<file path="src/hdl/adcr_pkg.sv">
package adcr_pkg;

  // APB address width and data width.
  localparam int unsigned APB_ADDR_W = 12;
  localparam int unsigned APB_DATA_W = 32;

  // Register indices as printed; byte address is four times the index.
  localparam logic [7:0] CSR_INDEX = 8'h34;
  localparam logic [7:0] DAT_INDEX = 8'h35;
  localparam logic [7:0] AMP_INDEX = 8'h36;
  localparam logic [11:0] CSR_ADDR = {2'h0, CSR_INDEX, 2'h0};
  localparam logic [11:0] DAT_ADDR = {2'h0, DAT_INDEX, 2'h0};
  localparam logic [11:0] AMP_ADDR = {2'h0, AMP_INDEX, 2'h0};

  // Control/status register field positions.
  localparam int unsigned CSR_DONE_BIT = 7;
  localparam int unsigned CSR_SPEED_BIT = 6;
  localparam int unsigned CSR_POWER_BIT = 5;
  localparam int unsigned CSR_CH_LSB = 0;
  localparam int unsigned CH_W = 3;

  // Gain/clock control register field positions.
  localparam int unsigned AMP_SLOW_BIT = 3;
  localparam int unsigned AMP_GAIN_BIT = 2;

  // Reset values.
  localparam logic [7:0] CSR_RESET = 8'h00;
  localparam logic [7:0] DAT_RESET = 8'h00;
  localparam logic [7:0] AMP_RESET = 8'h00;

  // Result width and default sample phase length in converter clocks.
  localparam int unsigned RES_W = 8;
  localparam int unsigned SAMPLE_CLKS_DEF = 3;

  // Converter sequence states.
  typedef enum logic [1:0] {
    ST_OFF = 2'b00,
    ST_SAMPLE = 2'b01,
    ST_HOLD = 2'b10
  } adcr_state_type;

  // Signals toward the analog core.
  typedef struct packed {
    logic power_on;
    logic gain_on;
    logic [2:0] input_picker;
    logic sampling;
    logic [7:0] trial_code;
  } adcr_analog_type;

endpackage : adcr_pkg

</file>
<file path="src/hdl/adcr_top.sv">
// The APB register port is this design's own decision.
`timescale 1ns/1ns
// Functional notes
// - Converter clock is CPU/2, CPU/1 with fast select, CPU/4 with slow select.
// - Divide-by-four select is read/write and overrides fast select.
// - Power bit switches converter and amplifier; only software changes it.
// - Three-bit input picker routes inputs zero to four, codes 000 to 100.
// - Control/status write with power on aborts, clears done, restarts.
// - Result register is read-only and holds the latest 8-bit value.
// - Reading the result register clears the done flag.
// - Gain/clock bits 7:4 and 1:0 read zero and ignore writes.
// - Gain stage bit inserts the x8 amplifier when set; software owned.
// - Registers at indices 34h, 35h, 36h, all bits reset to zero.
// - Done flag set on completion, cleared by result read or status write.
// - With power on, convert continuously: sample phase then hold phase.
// - Hold phase does eight approximation steps, MSB first.
// - Completion raises no interrupt; software polls the done flag.
module adcr_top #(
  parameter int unsigned SAMPLE_CLKS = adcr_pkg::SAMPLE_CLKS_DEF
) (
  // Clock and reset
  input wire logic clock,
  input wire logic rst,
  // APB slave
  input wire logic psel,
  input wire logic penable,
  input wire logic pwrite,
  input wire logic [adcr_pkg::APB_ADDR_W-1:0] paddr,
  input wire logic [adcr_pkg::APB_DATA_W-1:0] pwdata,
  input wire logic [3:0] pstrb,
  output logic [adcr_pkg::APB_DATA_W-1:0] prdata,
  output logic pready,
  output logic pslverr,
  // Analog core
  input wire logic comp_in,
  output adcr_pkg::adcr_analog_type analog
);

  localparam int unsigned SW = $clog2(SAMPLE_CLKS + 1) + 1;
  localparam int unsigned RW = adcr_pkg::RES_W;

  // Bus state.
  logic pready_r;
  logic pready_nxt;
  logic pslverr_r;
  logic pslverr_nxt;
  logic [31:0] prdata_r;
  logic [31:0] prdata_nxt;

  // Register state.
  logic power_r;
  logic power_nxt;
  logic speed_r;
  logic speed_nxt;
  logic [2:0] picker_r;
  logic [2:0] picker_nxt;
  logic slow_r;
  logic slow_nxt;
  logic gain_r;
  logic gain_nxt;
  logic done_r;
  logic done_nxt;
  logic [RW-1:0] result_r;
  logic [RW-1:0] result_nxt;

  // Converter state.
  adcr_pkg::adcr_state_type state_r;
  adcr_pkg::adcr_state_type state_nxt;
  logic [1:0] div_r;
  logic [1:0] div_nxt;
  logic [SW-1:0] samp_r;
  logic [SW-1:0] samp_nxt;
  logic [2:0] idx_r;
  logic [2:0] idx_nxt;
  logic [RW-1:0] sar_r;
  logic [RW-1:0] sar_nxt;
  adcr_pkg::adcr_analog_type analog_r;
  adcr_pkg::adcr_analog_type analog_nxt;

  // Decode and strobes.
  logic setup;
  logic access;
  logic hit_csr;
  logic hit_dat;
  logic hit_amp;
  logic wr_csr;
  logic wr_amp;
  logic rd_dat;
  logic tick;
  logic finish;
  logic [7:0] csr_view;
  logic [7:0] amp_view;

  assign setup = psel & ~penable;
  assign access = psel & penable & pready_r;
  assign hit_csr = (paddr == adcr_pkg::CSR_ADDR);
  assign hit_dat = (paddr == adcr_pkg::DAT_ADDR);
  assign hit_amp = (paddr == adcr_pkg::AMP_ADDR);
  assign wr_csr = access & pwrite & pstrb[0] & hit_csr;
  assign wr_amp = access & pwrite & pstrb[0] & hit_amp;
  // The flag is cleared at the edge where the read data is captured, so a
  // result that lands later still leaves the flag set for the next poll.
  assign rd_dat = setup & ~pwrite & hit_dat;

  // Reserved bits are never stored, so they always read as zero.
  always_comb begin
    csr_view = 8'h00;
    csr_view[adcr_pkg::CSR_DONE_BIT] = done_r;
    csr_view[adcr_pkg::CSR_SPEED_BIT] = speed_r;
    csr_view[adcr_pkg::CSR_POWER_BIT] = power_r;
    csr_view[adcr_pkg::CSR_CH_LSB +: adcr_pkg::CH_W] = picker_r;
    amp_view = 8'h00;
    amp_view[adcr_pkg::AMP_SLOW_BIT] = slow_r;
    amp_view[adcr_pkg::AMP_GAIN_BIT] = gain_r;
  end

  // APB answer: ready in the first access cycle, unmapped gives an error.
  always_comb begin
    pready_nxt = setup;
    pslverr_nxt = 1'b0;
    prdata_nxt = prdata_r;
    if (setup) begin
      prdata_nxt = 32'h0000_0000;
      pslverr_nxt = ~(hit_csr | hit_dat | hit_amp);
      if (hit_csr) begin
        prdata_nxt[7:0] = csr_view;
      end else if (hit_dat) begin
        prdata_nxt[7:0] = result_r;
      end else if (hit_amp) begin
        prdata_nxt[7:0] = amp_view;
      end
    end
  end

  always_ff @(posedge clock or posedge rst) begin
    if (rst) begin
      pready_r <= 1'b0;
      pslverr_r <= 1'b0;
      prdata_r <= 32'h0000_0000;
    end else begin
      pready_r <= pready_nxt;
      pslverr_r <= pslverr_nxt;
      prdata_r <= prdata_nxt;
    end
  end

  // Converter clock enable from the CPU clock.
  always_comb begin
    div_nxt = div_r + 2'h1;
    if (slow_r) begin
      tick = (div_r == 2'h3);
    end else if (speed_r) begin
      tick = 1'b1;
    end else begin
      tick = div_r[0];
    end
  end

  // Software registers and the done flag.
  always_comb begin
    power_nxt = power_r;
    speed_nxt = speed_r;
    picker_nxt = picker_r;
    slow_nxt = slow_r;
    gain_nxt = gain_r;
    result_nxt = result_r;
    done_nxt = done_r;
    if (wr_csr) begin
      power_nxt = pwdata[adcr_pkg::CSR_POWER_BIT];
      speed_nxt = pwdata[adcr_pkg::CSR_SPEED_BIT];
      // Codes above 100 are passed on as written; the core leaves them open.
      picker_nxt = pwdata[adcr_pkg::CSR_CH_LSB +: adcr_pkg::CH_W];
    end
    if (wr_amp) begin
      slow_nxt = pwdata[adcr_pkg::AMP_SLOW_BIT];
      gain_nxt = pwdata[adcr_pkg::AMP_GAIN_BIT];
    end
    if (wr_csr | rd_dat) begin
      done_nxt = 1'b0;
    end
    // Completion wins over a clear in the same cycle.
    if (finish) begin
      done_nxt = 1'b1;
      result_nxt = sar_nxt;
    end
  end

  always_ff @(posedge clock or posedge rst) begin
    if (rst) begin
      power_r <= adcr_pkg::CSR_RESET[adcr_pkg::CSR_POWER_BIT];
      speed_r <= adcr_pkg::CSR_RESET[adcr_pkg::CSR_SPEED_BIT];
      picker_r <= adcr_pkg::CSR_RESET[2:0];
      done_r <= adcr_pkg::CSR_RESET[adcr_pkg::CSR_DONE_BIT];
      slow_r <= adcr_pkg::AMP_RESET[adcr_pkg::AMP_SLOW_BIT];
      gain_r <= adcr_pkg::AMP_RESET[adcr_pkg::AMP_GAIN_BIT];
      result_r <= adcr_pkg::DAT_RESET;
      div_r <= 2'h0;
    end else begin
      power_r <= power_nxt;
      speed_r <= speed_nxt;
      picker_r <= picker_nxt;
      done_r <= done_nxt;
      slow_r <= slow_nxt;
      gain_r <= gain_nxt;
      result_r <= result_nxt;
      div_r <= div_nxt;
    end
  end

  // Conversion sequence. No interrupt exists; software polls the flag.
  always_comb begin
    state_nxt = state_r;
    samp_nxt = samp_r;
    idx_nxt = idx_r;
    sar_nxt = sar_r;
    finish = 1'b0;
    if (wr_csr) begin
      samp_nxt = '0;
      sar_nxt = 8'h00;
      idx_nxt = 3'h7;
      if (pwdata[adcr_pkg::CSR_POWER_BIT]) begin
        state_nxt = adcr_pkg::ST_SAMPLE;
      end else begin
        state_nxt = adcr_pkg::ST_OFF;
      end
    end else begin
      case (state_r)
        adcr_pkg::ST_OFF: begin
          if (power_r) begin
            state_nxt = adcr_pkg::ST_SAMPLE;
          end
        end
        adcr_pkg::ST_SAMPLE: begin
          if (tick) begin
            if (samp_r == SW'(SAMPLE_CLKS - 1)) begin
              state_nxt = adcr_pkg::ST_HOLD;
              samp_nxt = '0;
              idx_nxt = 3'h7;
              sar_nxt = 8'h00;
            end else begin
              samp_nxt = samp_r + SW'(1);
            end
          end
        end
        adcr_pkg::ST_HOLD: begin
          if (tick) begin
            sar_nxt[idx_r] = comp_in;
            if (idx_r == 3'h0) begin
              finish = 1'b1;
              state_nxt = adcr_pkg::ST_SAMPLE;
            end else begin
              idx_nxt = idx_r - 3'h1;
            end
          end
        end
        default: begin
          state_nxt = adcr_pkg::ST_OFF;
        end
      endcase
    end
  end

  // Analog outputs are registered from next values to stay aligned.
  always_comb begin
    analog_nxt.power_on = power_nxt;
    analog_nxt.gain_on = gain_nxt;
    analog_nxt.input_picker = picker_nxt;
    analog_nxt.sampling = (state_nxt == adcr_pkg::ST_SAMPLE);
    analog_nxt.trial_code = 8'h00;
    if (state_nxt == adcr_pkg::ST_HOLD) begin
      analog_nxt.trial_code = sar_nxt | (8'h01 << idx_nxt);
    end
  end

  always_ff @(posedge clock or posedge rst) begin
    if (rst) begin
      state_r <= adcr_pkg::ST_OFF;
      samp_r <= '0;
      idx_r <= 3'h7;
      sar_r <= 8'h00;
      analog_r <= '0;
    end else begin
      state_r <= state_nxt;
      samp_r <= samp_nxt;
      idx_r <= idx_nxt;
      sar_r <= sar_nxt;
      analog_r <= analog_nxt;
    end
  end

  assign prdata = prdata_r;
  assign pready = pready_r;
  assign pslverr = pslverr_r;
  assign analog = analog_r;

endmodule : adcr_top

</file>
<file path="config.mk">
export PLATFORM = sky130hd
export DESIGN_NAME = adcr_top
export DESIGN_NICKNAME = d
export VERILOG_FILES = /design/src/hdl/adcr_pkg.sv /design/src/hdl/adcr_top.sv
export SDC_FILE = /design/constraint.sdc
export NUM_CORES = 1
export LEC_CHECK = 0
export BUFFER_PORTS_ARGS = -buffer_cell sky130_fd_sc_hd__clkbuf_2
export CORE_UTILIZATION = 40
export CTS_CLUSTER_DIAMETER = 60
export DETAILED_ROUTE_END_ITERATION = 6
export PLACE_DENSITY_LB_ADDON = 0.15
export SETUP_SLACK_MARGIN = 0.4
export SLEW_MARGIN = 20
export SYNTH_ARGS = -nofsm -noshare
export SYNTH_HDL_FRONTEND = slang
export SYNTH_SLANG_ARGS = --single-unit
export TNS_END_PERCENT = 5
</file>
<file path="constraint.sdc">
create_clock -name clock -period 2.25 [get_ports clock]
set_input_delay 0.225 -clock clock [delete_from_list [all_inputs] [get_ports clock]]
set_output_delay 0.225 -clock clock [all_outputs]
set_load 0.05 [all_outputs]
</file>
==> run metrics <==
status finished, final reports clean; Clk pwr share 0.171; initial antenna violation count 0; die height about 87 um; ys async rst share 1.00; grt ovf 0; GPL Wtd Cong 0.832; clk buf depth 2; Placed Cells approximately 480; Hold Path Class in -> reg; M1 WL between 3 and 4 mm; Routed Antenna Nets 0; Root Buffer clkbuf_8; WL per Instance ~14 um; max-cap viol count 0; register area share after synthesis 0.458; CTS tree yes; Final Max Tran Viols 0; Unique masters post-synth 52; CTS Buf Count 5; placed cell area 3400 um^2; hpwl dp a little over 5 mm; Critical Path RT roughly 2500 ps; startpoint types flop; fraction of layout cells with a size suffix above 1 0.403; PortBufs between 40 and 50; commonest non-fill, non-tap cell in the layout clkbuf_2; wire length on met3 about 350 um; EDFF count, synth 0; Post-Syn Area between 2000 and 3000 um^2; Worst-Margin Slew slightly below 500 ps; vias in the first global route ~2300; routed vias approximately 2500; crit path launch idx_r[0]$_DFF_PP1_; Internal between 1.5 and 2 mW; Syn-to-layout area delta 31.2%; Starting Density 0.421; htree depth 2; final instance area between 3000 and 4000 um^2; Flop pwr share 0.359; Routed WL approximately 7 mm; post-synthesis register bit count 53; FF-to-FF Start idx_r[0]$_DFF_PP1_; Slew HR 0.666; Top Ports between 100 and 150; metal2 WL between 3 and 4 mm; clock-pin transition on the worst setup and hold timing paths 110 ps; Arr. time, crit path 2290 ps; final setup fails 0; Clk Latency, worst-skew pair between 300 and 400 ps; full die area ~7600 um^2; setup TNS 0 ps; CP endpoint kind flop; PwrDens 884 nW/um^2; Main synth FF type dfrtp_1; synthesized area per cell ~9 um^2; Comb power frac 0.470; Core Util, Final 0.552; commonest non-fill, non-tap cells in the layout 48 x clkbuf_2, 47 x dfrtp_1, 46 x nand2_1, 46 x buf_4, 25 x nor2_1; Final Cycle Share 0.907; VDD IR max between 0.5 and 0.6 mV; FP Rows 30; worst-path maximum fanout 5; Core Region slightly below 7000 um^2; Total Nets Final about 460; Post-Layout Cell Count roughly 500; Worst Clk Skew 8.04 ps; unrepaired setup endpoints after global routing yes; Pleak about 1.8 nW; Syn Inst Count 315; Highest Signal Layer met4; hold path start pwdata[1]; clk sinks between 50 and 60; die width about 87 um; Switching Fraction 0.407; Total Routing Usage GR 0.191; via/cell ratio between 5 and 6; switching power 1.37 mW; min Tclk post-route about 2000 ps; yosys warns 0; Hold Fails Final Rpt 0; 1st-iter DRT viols a little over 90; first-pass GRT wire length between 10 and 15 mm; ANT cells 0; pin count of the biggest net entering global routing 30; first-pass iteration count of the detailed router 4; critical path class reg -> reg; DRC Markers 0; Max Clk Rate roughly 0.49 GHz
[cells by family (layout without fill, tap and decap cells)]
family	Yosys count	after routing	synth area share
buffers and inverters	56	120	0.111
muxes	11	11	0.0387
adders and majority gates	7	7	0.0301
and+or+nand+nor	126	126	0.223
xor gates and xnor gates	1	1	0.00301
other	1	24	0.00129
DFF	53	53	0.458
AOI/OAI and AO/OA	60	60	0.135
[final timing paths]
kind,to,slack [ps],cells after the start
setup reg to reg,analog[4]$_DFF_PP0_,210,9
hold / removal,analog[10]$_DFFE_PP0P_,80,3
setup / recovery,analog[4]$_DFF_PP0_,210,9
min in group asynchronous,analog[12]$_DFFE_PP0P_,370,3
hold reg to reg,result_r[4]$_DFFE_PP0P_,490,2
max in group asynchronous,idx_r[1]$_DFF_PP1_,1320,4
[worst max-delay path: stages, from the launching register on]
cell	delay [ps]
dfstp_2	590
inv_6	50
ha_4	180
nand2b_4	80
a31oi_2	110
a221oi_2	230
and3_4	280
inv_4	40
o32a_1	320
nor2_1	100
[synth_stat cells (2+ instances only)]
cell	n	share of area
o2bb2ai_1	2	0.0060
and3_1	2	0.0043
nor3b_1	4	0.010
nand3_1	9	0.015
a211oi_1	5	0.013
a31oi_1	4	0.0086
mux2i_1	9	0.031
buf_2	3	0.0052
buf_4	27	0.070
nor2b_1	5	0.011
o31ai_1	2	0.0052
nand2b_1	6	0.013
nand4_1	3	0.0065
or2_2	2	0.0043
o32a_1	4	0.014
mux2_2	2	0.0077
a32oi_1	2	0.0060
nor3_1	4	0.0069
dfrtp_1	50	0.43
nand2_1	47	0.061
dfstp_2	3	0.027
nor4_1	5	0.011
inv_1	16	0.021
o21ai_0	17	0.029
ha_1	7	0.030
clkbuf_1	8	0.010
nor2_1	26	0.034
or3_1	3	0.0065
a21oi_1	15	0.026
[through the flow]
step | power [mW] | hold slack, ps | setup slack [ps]
after global routing | 3.57 | 80.5 | 146
after detailed placement | 2.49 | 169 | 38.7
final | 3.37 | 83.0 | 210
after CTS | 3.24 | 81.5 | 232
after floorplan | 2.14 | 330 | 275
after global placement | 2.48 | 167 | 52.4
[flip-flops by register name (all words and copies together) (netlist names)]
signal / cells
analog: 14
prdata: 8
result_r: 8
sar_r: 8
idx_r: 3
samp_r: 3
div_r: 2
state_r: 2
done_r: 1
pready: 1
pslverr: 1
slow_r: 1
speed_r: 1
[power groups by stage]
stage | clock [mW] | sequential, mW | combinational (mW)
2_1_floorplan | 0 | 1.25 | 0.889
3_3_place_gp | 0 | 1.23 | 1.25
3_5_place_dp | 0 | 1.23 | 1.26
4_1_cts | 0.586 | 1.21 | 1.44
5_1_grt | 0.620 | 1.23 | 1.72
6_report | 0.575 | 1.21 | 1.58
[metal layers]
| metal | vias up | global-route usage |
|---|---|---|
| met5 | - | 0 |
| met4 | 0 | 0.0522 |
| met3 | 10 | 0.0398 |
| met2 | 88 | 0.317 |
| met1 | 1178 | 0.254 |
| li1 | 1215 | - |
[final cells by class]
type / count / area (um^2)
fill: 667 / 3090
multi-input combinational: 229 / 1580
sequential: 53 / 1330
timing repair buffer: 96 / 616
tap: 96 / 120
inverter: 16 / 70.1
clock buffer: 5 / 68.8
clock inverter: 3 / 25.0
[repair_timing]
action,4_1_cts,5_1_grt
cloned,0,0
buffers inserted,6,7
setup endpoints to repair,25,26
resized for setup,32,17
pin swaps,8,13
hold endpoints to repair,10,0
hold buffers,1,0
Power figures use the tool's default switching activity.
